===== src/hdl/selftest_pkg.sv =====
/*
 * shared constants for the onboard self-test sequencer: register offsets,
 * command codes, result codes, field positions, reset values and test sizes.
 * assumes: imported whole by every design module of the block.
 */
package selftest_pkg;
    // register offsets on the plain register port
    localparam logic [4:0] OFS_CMD = 5'h00;
    localparam logic [4:0] OFS_RESULT = 5'h04;
    localparam logic [4:0] OFS_INT_EN = 5'h08;
    localparam logic [4:0] OFS_INT_STAT = 5'h0c;
    localparam logic [4:0] OFS_FAULT = 5'h10;
    // command codes written to the command register
    localparam logic [7:0] CMD_RESET = 8'h3f;
    localparam logic [7:0] CMD_DIAG = 8'h0a;
    // diagnostic result codes
    localparam logic [7:0] RES_OK = 8'h00;
    localparam logic [7:0] RES_ROM = 8'h02;
    localparam logic [7:0] RES_RAM = 8'h03;
    localparam logic [7:0] RES_ADDR = 8'h04;
    localparam logic [7:0] RES_LOOP = 8'h05;
    // field positions
    localparam int INT_DONE_BIT = 0;
    localparam int INT_FAIL_BIT = 1;
    localparam int RRF_BIT = 7;
    localparam int FLT_ROM_BIT = 0;
    localparam int FLT_RAM_BIT = 1;
    localparam int FLT_ADDR_BIT = 2;
    localparam int FLT_LOOP_BIT = 3;
    // values after reset
    localparam logic [7:0] RESULT_RST = 8'h00;
    localparam logic [1:0] MASK_RST = 2'h0;
    localparam logic [3:0] FAULT_RST = 4'h0;
    // test sizes, as last index values, then the expected loopback byte count and last byte
    localparam logic [3:0] ROM_SUM_LAST = 4'hd;
    localparam logic [3:0] RAM_LAST = 4'h7;
    localparam logic [1:0] PAT_LAST = 2'h3;
    localparam logic [3:0] LB_LAST_IDX = 4'h7;
    localparam logic [2:0] ADDR_LAST = 3'h5;
    localparam logic [3:0] LB_RX_EXPECT = 4'h4;
    localparam logic [7:0] LB_LAST_BYTE = 8'h17;
    // program rom image: station address, filler, checksum in the last two bytes
    localparam logic [7:0] ROM_IMAGE [16] = '{8'h02, 8'h00, 8'h00, 8'h12, 8'h34, 8'h56,
        8'ha5, 8'h5a, 8'h0f, 8'hf0, 8'h11, 8'h22, 8'h33, 8'h44, 8'h03, 8'h46};
    // fixed scratchpad patterns
    localparam logic [7:0] RAM_PATTERNS [4] = '{8'h00, 8'hff, 8'h55, 8'haa};
    // sequencer steps
    typedef enum logic [3:0] {
        S_IDLE, S_OFFLINE, S_LED_ON, S_ROM, S_ROM_CMP, S_RAM_WR, S_RAM_RD,
        S_ADDR, S_LB_TX, S_LB_WAIT, S_LB_JUDGE, S_REINIT, S_LED_OFF, S_REPORT
    } seq_state_e;
endpackage : selftest_pkg


===== src/hdl/lb_if.sv =====
/*
 * internal loopback path between the sequencer and the address filter.
 * assumes: both ends on ref_clk; one transmit byte per cycle.
 */
`timescale 1ns/1ps
interface lb_if;
    logic tx_valid; // transmit byte present
    logic tx_first; // first byte of a frame
    logic [7:0] tx_data; // transmit byte
    logic [47:0] own_addr; // station address, first byte in the top bits
    logic rx_valid; // accepted payload byte present
    logic [7:0] rx_data; // accepted payload byte
    modport seq (output tx_valid, tx_first, tx_data, own_addr, input rx_valid, rx_data);
    modport filt (input tx_valid, tx_first, tx_data, own_addr, output rx_valid, rx_data);
endinterface : lb_if


===== src/hdl/lb_addr_filter.sv =====
/*
 * receive address recognition for internal loopback: six destination bytes,
 * then payload bytes passed on only for own, multicast or broadcast frames.
 * assumes: frames arrive back to back from the sequencer, first byte flagged.
 */
`timescale 1ns/1ps
module lb_addr_filter
    import selftest_pkg::*;
(
    // clock and reset
    input wire logic ref_clk,
    input wire logic rst_b,
    // loopback path
    lb_if.filt lb
);
    logic [2:0] pos; // destination byte position
    logic own_hit; // destination still equals own address
    logic mcast; // group bit of first destination byte
    logic rx_valid; // registered accept strobe
    logic [7:0] rx_data; // registered accepted byte
    logic [2:0] next_pos;
    logic next_own_hit;
    logic next_mcast;
    logic next_rx_valid;
    logic [7:0] next_rx_data;
    logic [2:0] cur_pos;
    logic cur_own;

    // next values of the recognition state
    always_comb begin
        cur_pos = lb.tx_first ? 3'h0 : pos;
        cur_own = lb.tx_first ? 1'b1 : own_hit;
        next_pos = pos;
        next_own_hit = own_hit;
        next_mcast = mcast;
        next_rx_valid = 1'b0;
        next_rx_data = rx_data;
        if (lb.tx_valid) begin
            if (cur_pos <= ADDR_LAST) begin
                // compare destination byte against the station address
                next_own_hit = cur_own &&
                    (lb.tx_data == lb.own_addr[8 * (3'h5 - cur_pos) +: 8]);
                if (cur_pos == 3'h0) begin
                    next_mcast = lb.tx_data[0];
                end
                next_pos = cur_pos + 3'h1;
            end else if (own_hit || mcast) begin
                // only frames for this board reach the receive side
                next_rx_valid = 1'b1;
                next_rx_data = lb.tx_data;
            end
        end
    end

    // register recognition state
    always_ff @(posedge ref_clk or negedge rst_b) begin
        if (!rst_b) begin
            pos <= 3'h0;
            own_hit <= 1'b0;
            mcast <= 1'b0;
            rx_valid <= 1'b0;
            rx_data <= 8'h00;
        end else begin
            pos <= next_pos;
            own_hit <= next_own_hit;
            mcast <= next_mcast;
            rx_valid <= next_rx_valid;
            rx_data <= next_rx_data;
        end
    end

    assign lb.rx_valid = rx_valid;
    assign lb.rx_data = rx_data;
endmodule : lb_addr_filter


===== src/hdl/onboard_selftest_sequencer.sv =====
/*
 * onboard self-test sequencer: rom checksum, scratchpad pattern test,
 * station address check and two-frame internal loopback, with result
 * reporting, pass/fail indicator and result-ready interrupt.
 * assumes: register port inputs synchronous to ref_clk, one strobe per cycle.
 */
// The plain strobed port and the placing of the registers were decided locally.
// Contract
// hard reset, reset or diagnostics command start tests
// rom checksum compared with last two bytes
// patterns, station address and loopback also tested
// failure reports code, indicator stays lit
// indicator dark normally, blinks on success
// diagnostics: go offline, then light indicator
// rom mismatch sets rom code, reports
// four patterns checked; mismatch sets ram code
// bad station address sets address code
// two loopback frames decide success or loop code
// after passing, reinitialise all state
// indicator off only for success code
// result to status, result ready flag set
// failed run leaves board uninitialised
// host resets board after failed diagnostics
// host reads status as result code
// loopback accepts own, multicast, broadcast only
// tests run strictly one after another
// result held until read or new run
`timescale 1ns/1ps
module onboard_selftest_sequencer
    import selftest_pkg::*;
(
    // clock and reset
    input wire logic ref_clk,
    input wire logic rst_b,
    // register port
    input wire logic [4:0] reg_addr,
    input wire logic [7:0] reg_wdata,
    input wire logic reg_wr,
    input wire logic reg_rd,
    output logic [7:0] reg_rdata,
    // board status
    output logic irq,
    output logic pass_fail_led,
    output logic online,
    output logic state_clear,
    output logic busy
);
    seq_state_e state; // current test step
    logic [3:0] idx; // byte index within a step
    logic [1:0] pat; // pattern number
    logic frame; // loopback frame number
    logic [15:0] sum; // running rom checksum
    logic [7:0] code; // working status value
    logic [7:0] result; // status register
    logic pending; // run owed since hard reset
    logic [3:0] rx_cnt; // loopback bytes received
    logic [7:0] rx_last; // last loopback byte received
    logic led; // indicator register
    logic on_line; // board initialised and online
    logic clr; // reinitialise pulse register
    seq_state_e next_state;
    logic [3:0] next_idx, next_rx_cnt;
    logic [1:0] next_pat;
    logic next_frame, next_pending, next_led, next_on_line, next_clr;
    logic [15:0] next_sum;
    logic [7:0] next_code, next_result, next_rx_last;
    logic [7:0] ram [8]; // scratchpad ram
    logic ram_we; // scratchpad write enable
    logic [7:0] ram_wdata; // scratchpad write byte
    logic [1:0] mask; // interrupt mask
    logic [1:0] int_stat; // sticky interrupt status
    logic rrf; // result_ready_flag
    logic [3:0] fault; // fault injection controls
    logic [7:0] rdata; // registered read data
    logic [1:0] next_mask, next_int_stat;
    logic next_rrf;
    logic [3:0] next_fault;
    logic [7:0] next_rdata;
    logic start_cmd; // valid command written
    logic start; // run begins this cycle
    logic done_evt; // result reported this cycle
    logic [7:0] rom_rd; // rom byte seen by the checksum
    logic [7:0] tx_byte; // loopback byte to send
    lb_if lb ();

    // loopback receive side
    lb_addr_filter lb_addr_filter_i (.ref_clk(ref_clk), .rst_b(rst_b), .lb(lb));

    // command decode and start condition
    always_comb begin
        start_cmd = reg_wr && (reg_addr == OFS_CMD) &&
            ((reg_wdata == CMD_RESET) || (reg_wdata == CMD_DIAG));
        start = (state == S_IDLE) && (pending || start_cmd);
        done_evt = (state == S_REPORT);
    end

    // test data sources, with fault injection
    always_comb begin
        rom_rd = ROM_IMAGE[idx] ^ {7'h00, (idx == 4'h0) && fault[FLT_ROM_BIT]};
        lb.own_addr = {ROM_IMAGE[0] ^ {7'h00, fault[FLT_ADDR_BIT]}, ROM_IMAGE[1],
            ROM_IMAGE[2], ROM_IMAGE[3], ROM_IMAGE[4], ROM_IMAGE[5]};
        if (idx > 4'h5) begin
            tx_byte = {3'h0, frame, idx};
        end else if (frame) begin
            tx_byte = 8'hff; // broadcast frame
        end else begin
            tx_byte = lb.own_addr[8 * (3'h5 - idx[2:0]) +: 8] ^
                {(idx == 4'h0) && fault[FLT_LOOP_BIT], 7'h00};
        end
        lb.tx_valid = (state == S_LB_TX);
        lb.tx_first = (state == S_LB_TX) && (idx == 4'h0);
        lb.tx_data = tx_byte;
    end

    // next values of the sequencer
    always_comb begin
        next_state = state;
        next_idx = idx;
        next_pat = pat;
        next_frame = frame;
        next_sum = sum;
        next_code = code;
        next_result = result;
        next_pending = pending;
        next_rx_cnt = rx_cnt;
        next_rx_last = rx_last;
        next_led = led;
        next_on_line = on_line;
        next_clr = 1'b0;
        ram_we = 1'b0;
        ram_wdata = RAM_PATTERNS[pat] ^ {7'h00, fault[FLT_RAM_BIT]};
        if (lb.rx_valid) begin
            next_rx_cnt = rx_cnt + 4'h1;
            next_rx_last = lb.rx_data;
        end
        // each step leaves only after judging its test
        case (state)
            S_IDLE: begin
                if (start) begin
                    next_pending = 1'b0;
                    next_state = S_OFFLINE;
                end
            end
            S_OFFLINE: begin
                next_on_line = 1'b0;
                next_state = S_LED_ON;
            end
            S_LED_ON: begin
                next_led = 1'b1;
                next_idx = 4'h0;
                next_sum = 16'h0000;
                next_state = S_ROM;
            end
            S_ROM: begin
                next_sum = sum + {8'h00, rom_rd};
                next_idx = idx + 4'h1;
                if (idx == ROM_SUM_LAST) next_state = S_ROM_CMP;
            end
            S_ROM_CMP: begin
                next_idx = 4'h0;
                next_pat = 2'h0;
                if (sum != {ROM_IMAGE[14], ROM_IMAGE[15]}) begin
                    next_code = RES_ROM;
                    next_state = S_REPORT;
                end else begin
                    next_state = S_RAM_WR;
                end
            end
            S_RAM_WR: begin
                ram_we = 1'b1;
                next_idx = idx + 4'h1;
                if (idx == RAM_LAST) begin
                    next_idx = 4'h0;
                    next_state = S_RAM_RD;
                end
            end
            S_RAM_RD: begin
                next_idx = idx + 4'h1;
                if (ram[idx[2:0]] != RAM_PATTERNS[pat]) begin
                    next_code = RES_RAM;
                    next_state = S_REPORT;
                end else if (idx == RAM_LAST) begin
                    next_idx = 4'h0;
                    next_pat = pat + 2'h1;
                    next_state = (pat == PAT_LAST) ? S_ADDR : S_RAM_WR;
                end
            end
            S_ADDR: begin
                // unicast and not all zero
                if (lb.own_addr[40] || lb.own_addr == 48'h0) begin
                    next_code = RES_ADDR;
                    next_state = S_REPORT;
                end else begin
                    next_idx = 4'h0;
                    next_frame = 1'b0;
                    next_rx_cnt = 4'h0;
                    next_rx_last = 8'h00;
                    next_state = S_LB_TX;
                end
            end
            S_LB_TX: begin
                next_idx = idx + 4'h1;
                if (idx == LB_LAST_IDX) begin
                    next_idx = 4'h0;
                    next_frame = 1'b1;
                    next_state = frame ? S_LB_WAIT : S_LB_TX;
                end
            end
            S_LB_WAIT: next_state = S_LB_JUDGE;
            S_LB_JUDGE: begin
                if (rx_cnt == LB_RX_EXPECT && rx_last == LB_LAST_BYTE) begin
                    next_code = RES_OK;
                    next_state = S_REINIT;
                end else begin
                    next_code = RES_LOOP;
                    next_state = S_REPORT;
                end
            end
            S_REINIT: begin
                next_clr = 1'b1; // only a passing run gets here
                next_on_line = 1'b1;
                next_state = S_LED_OFF;
            end
            S_LED_OFF: begin
                if (code == RES_OK) next_led = 1'b0;
                next_state = S_REPORT;
            end
            S_REPORT: begin
                next_result = code; // failures arrive with the indicator lit
                next_state = S_IDLE;
            end
            default: next_state = S_IDLE;
        endcase
    end

    // register the sequencer
    always_ff @(posedge ref_clk or negedge rst_b) begin
        if (!rst_b) begin
            state <= S_IDLE;
            idx <= 4'h0;
            pat <= 2'h0;
            frame <= 1'b0;
            sum <= 16'h0000;
            code <= RES_OK;
            result <= RESULT_RST;
            pending <= 1'b1; // hard reset owes a run
            rx_cnt <= 4'h0;
            rx_last <= 8'h00;
            led <= 1'b0;
            on_line <= 1'b0;
            clr <= 1'b0;
        end else begin
            state <= next_state;
            idx <= next_idx;
            pat <= next_pat;
            frame <= next_frame;
            sum <= next_sum;
            code <= next_code;
            result <= next_result;
            pending <= next_pending;
            rx_cnt <= next_rx_cnt;
            rx_last <= next_rx_last;
            led <= next_led;
            on_line <= next_on_line;
            clr <= next_clr;
        end
    end

    // scratchpad write port, no reset on the array
    always_ff @(posedge ref_clk) begin
        if (ram_we) ram[idx[2:0]] <= ram_wdata;
    end

    // next values of the register file
    always_comb begin
        next_mask = mask;
        next_fault = fault;
        next_int_stat = int_stat;
        next_rrf = rrf;
        next_rdata = 8'h00;
        if (reg_rd) begin
            case (reg_addr)
                OFS_RESULT: begin
                    next_rdata = result;
                    next_rrf = 1'b0; // host has taken the result
                end
                OFS_INT_EN: next_rdata = {rrf, 5'h00, mask};
                OFS_INT_STAT: begin
                    next_rdata = {6'h00, int_stat};
                    next_int_stat = 2'h0; // read clears
                end
                OFS_FAULT: next_rdata = {4'h0, fault};
                default: next_rdata = 8'h00;
            endcase
        end
        if (reg_wr && reg_addr == OFS_INT_EN) next_mask = reg_wdata[1:0];
        if (reg_wr && reg_addr == OFS_FAULT) next_fault = reg_wdata[3:0];
        if (start) next_rrf = 1'b0; // new run withdraws the old result
        // events win over a clearing read
        if (done_evt) begin
            next_rrf = 1'b1;
            next_int_stat[INT_DONE_BIT] = 1'b1;
            next_int_stat[INT_FAIL_BIT] = int_stat[INT_FAIL_BIT] | (code != RES_OK);
        end
    end

    // register the register file
    always_ff @(posedge ref_clk or negedge rst_b) begin
        if (!rst_b) begin
            mask <= MASK_RST;
            int_stat <= 2'h0;
            rrf <= 1'b0;
            fault <= FAULT_RST;
            rdata <= 8'h00;
        end else begin
            mask <= next_mask;
            int_stat <= next_int_stat;
            rrf <= next_rrf;
            fault <= next_fault;
            rdata <= next_rdata;
        end
    end

    // outputs
    assign reg_rdata = rdata;
    assign irq = |(int_stat & mask);
    assign pass_fail_led = led;
    assign online = on_line;
    assign state_clear = clr;
    assign busy = (state != S_IDLE);
endmodule : onboard_selftest_sequencer


===== config.mk =====
export PLATFORM = sky130hd
export DESIGN_NAME = onboard_selftest_sequencer
export DESIGN_NICKNAME = d
export VERILOG_FILES = /design/src/hdl/selftest_pkg.sv /design/src/hdl/lb_if.sv /design/src/hdl/lb_addr_filter.sv /design/src/hdl/onboard_selftest_sequencer.sv
export SDC_FILE = /design/constraint.sdc
export NUM_CORES = 1
export LEC_CHECK = 0
export BUFFER_PORTS_ARGS = -buffer_cell sky130_fd_sc_hd__buf_4
export CAP_MARGIN = 20
export CORE_ASPECT_RATIO = 1.5
export CORE_MARGIN = 2
export CORE_UTILIZATION = 55
export CTS_CLUSTER_SIZE = 24
export DETAILED_ROUTE_END_ITERATION = 7
export GPL_TIMING_DRIVEN = 0
export PLACE_DENSITY_LB_ADDON = 0.08
export RECOVER_POWER = 25
export SLEW_MARGIN = 20
export SYNTH_ARGS = -nofsm -noshare
export SYNTH_HDL_FRONTEND = slang
export SYNTH_HIERARCHICAL = 1
export SYNTH_SLANG_ARGS = --single-unit

===== constraint.sdc =====
create_clock -name ref_clk -period 5.8 [get_ports ref_clk]
set_clock_uncertainty 0.05 [all_clocks]
set_input_delay 1.16 -clock ref_clk [delete_from_list [all_inputs] [get_ports ref_clk]]
set_output_delay 1.16 -clock ref_clk [all_outputs]
set_load 0.005 [all_outputs]

==> results_dict.tcl <==
set metrics [dict create \
    hold_path.class "flip-flop to flip-flop" \
    wl_per_cell_um 16.87 \
    clock_sinks 101 \
    cts_tree "yes" \
    coreArea_um2 11060 \
    hold_viol 0 \
    synthTopCellsByArea "dfrtp_1 31%, edfxtp_1 12%, ha_1 6.0%" \
    period_needed_ns 4.202 \
    slowest_delay_ns 0.58 \
    syn_avg_cell_area_um2 10.26 \
    holdCritStartpoint "lb_addr_filter_i/mcast" \
    grt_pass1_wl_mm 23.92 \
    crit_start "idx[0]" \
    yosys.area.top_type "dfrtp_1" \
    yosysMostFrequentCell "dfrtp_1" \
    drv_slew 0 \
    cp.required_ns 5.99 \
    h-tree-depth 3 \
    dieArea_um2 12210 \
    yosysTopAreaCellShare_pct 30.53 \
    critPathTopFamily "buffers and inverters" \
    port_buffers 26 \
    tightest_slew_ns 0.8663 \
    final-setup-viol-count 0 \
    r2r_start "idx[0]" \
    crit_path_end_kind "flip-flop" \
    worst_slack_ns 1.598 \
    drt-total-wl_mm 14.24 \
    postCtsSetupBuffers 0 \
    synth-seq-cells 101 \
    ys.warnings.count 6 \
    initial_utilization_pct 56.35 \
    yosys_most_used_dff "dfrtp_1" \
    synthCells 607 \
    io_pins 30 \
    fin_setup_tns_ns 0 \
    post_cts_resize_count 0 \
    cts.path.max_buffers 2 \
    cts_inserted_buffers 9 \
    max-vdd-ir-drop_mv 0.3252 \
    crit_type "flip-flop to flip-flop" \
    clk-insertion-delay-late_ns 0.35 \
    grt_max_degree 78 \
    critPathMaxFanout 10 \
    grt_setup_unrepaired "false" \
    utilization_pct 64.03 \
    crit_chain "buf_6, clkbuf_1, inv_1, ha_1, nand2_1, nor3_2, and2b_2, ha_1, buf_4, nand4bb_1, clkbuf_1, o21ai_0, a21o_1, o21ai_0, nor4_1, a32o_1" \
    vias_per_cell 5.781 \
    syn_to_final_growth_pct 13.64 \
    final_cell_count_no_fill 844 \
    worst_path_max_delay_cell "nor3_2" \
    critPathBufInv 5 \
    drtIter0Drc 230 \
    die_h_um 134.3 \
    rows 47 \
    cp_data_arrival_time_ns 4.39 \
    fin_nets 740 \
    synthDistinctLibCells 79 \
    ctsHoldBuffers 0 \
    via_count 4879 \
    grt_pass1_vias 5027 \
    n_antenna_cell 0 \
    drt-pass1-iter-count 5 \
    period_share_pct 72.46 \
    place_ws_ns 1.272 \
    fp.dieW_um 90.90 \
    yosysSeqAreaShare_pct 42.52 \
    synth_area_um2 6230 \
    synth_edf_count 24 \
    fmax_mhz 238.0 \
    postRouteAntennaNets 0 \
    slew_headroom_pct 41.80 \
    dp.cells 828 \
    power.leakage_nw 3.136 \
    startpoint_type "flip-flop" \
    outcome "complete, no violations" \
    async_reset_ff_share_pct 76.24 \
    p_per_area_nw_per_um2 443.3 \
    cts-root-buf "clkbuf_16" \
    grt.total_usage_pct 24.70 \
    drive_gt1_share_pct 13.63 \
    dp_hpwl_mm 10.73 \
    antenna_found_initial 0 \
    grt.overflow.total 0 \
    drc 0 \
    synthTopCellsByCount "76 x dfrtp_1, 62 x nand2_1, 49 x nor2_1" \
    gp_congestion 0.8686 \
    cap_violations 0 \
    clkTransAtPathRegs_ns 0.07 \
]
-- layout make-up --
cell class	instances	area, µm²
tap	147	183.9
multi-input combinational	502	3525
clock buffer	9	225.2
fill	972	3976
buffer	28	151.4
timing repair buffer	26	198.9
clock inverter	7	56.30
sequential	101	2649
inverter	24	90.09
-- worst paths after layout --
kind / to / slack [ns] / cells past startpoint
worst max-delay path: lb_addr_filter_i/own_hit / 1.60 / 16
worst min-delay path: lb_addr_filter_i/mcast / 0.46 / 1
worst max register to register: lb_addr_filter_i/own_hit / 1.60 / 16
worst min register to register: lb_addr_filter_i/mcast / 0.46 / 1
max in group asynchronous: int_stat[0] / 4.41 / 1
min in group asynchronous: sum[11] / 0.79 / 1
-- placed cells by master (no fill, tap or decap), drive strengths merged, types with 6 or more instances in the layout --
master,synthesis,final
nor3,17,17
xor2,10,10
and3,6,6
nand3,9,9
clkbuf,18,27
inv,22,25
edfxtp,24,24
o21ai,41,41
a31oi,9,9
conb,2,50
dfrtp,76,76
mux2i,23,23
o211ai,7,7
and2,14,14
buf,10,36
ha,30,30
o22ai,8,8
mux2,24,24
nand2,62,62
nor2b,6,6
nor2,50,50
nand2b,6,6
o31ai,8,8
mux4,15,15
a21oi,29,29
-- metrics by stage --
step / power (mW) / instance area, µm² / hold slack (ns)
6_report: 3.139 / 7079 / 0.4571
5_1_grt: 3.386 / 7079 / 0.4635
4_1_cts: 3.146 / 7071 / 0.4575
3_5_place_dp: 2.568 / 6789 / 0.4416
3_3_place_gp: 2.517 / 6789 / 0.4327
2_1_floorplan: 2.191 / 6410 / 0.4125
-- layer usage --
metal | up-vias | track usage [%] | routed length, µm
li1 | 2369 | - | -
met1 | 2355 | 27.60 | 5603
met2 | 122 | 45.15 | 7643
met3 | 33 | 3.876 | 520
met4 | 0 | 12.88 | 466
met5 | - | 0 | 0
-- where the power goes --
part           internal [mW]  switching [mW]  total, mW
registers              0.850           0.114      0.963
logic                  0.686           0.921       1.61
clock network          0.296           0.272      0.569
total                   1.83            1.31       3.14
-- cell families after synthesis --
| kind of cell | count (synthesis) | synth area share (%) |
|---|---|---|
| and+or+nand+nor | 203 | 16.41 |
| xor gates and xnor gates | 15 | 2.109 |
| buffers and inverters | 52 | 3.876 |
| DFF | 101 | 42.52 |
| adders and majority gates | 31 | 6.347 |
| muxes | 62 | 13.94 |
| other | 2 | 0.1206 |
| AOI/OAI and AO/OA | 141 | 14.68 |
-- sequential cells by signal, indices dropped and copies added, names as in the netlist, 2 cells and up --
register                     cells
pat                              2
fault                            4
state                            4
ram                             24
code                             3
lb_addr_filter_i/lb.rx_data      8
idx                              4
result                           3
sum                             16
rx_cnt                           4
mask                             2
rx_last                          8
reg_rdata                        5
int_stat                         2
lb_addr_filter_i/pos             3
-- worst reg2reg max path, stage by stage (launching register included) --
cell and delay (ns):
dfrtp_1 0.45, buf_6 0.18, clkbuf_1 0.25, inv_1 0.30
ha_1 0.23, nand2_1 0.09, nor3_2 0.58, and2b_2 0.33
ha_1 0.28, buf_4 0.18, nand4bb_1 0.10, clkbuf_1 0.32
o21ai_0 0.17, a21o_1 0.19, o21ai_0 0.09, nor4_1 0.08
a32o_1 0.24
Power figures use the tool's default switching activity.
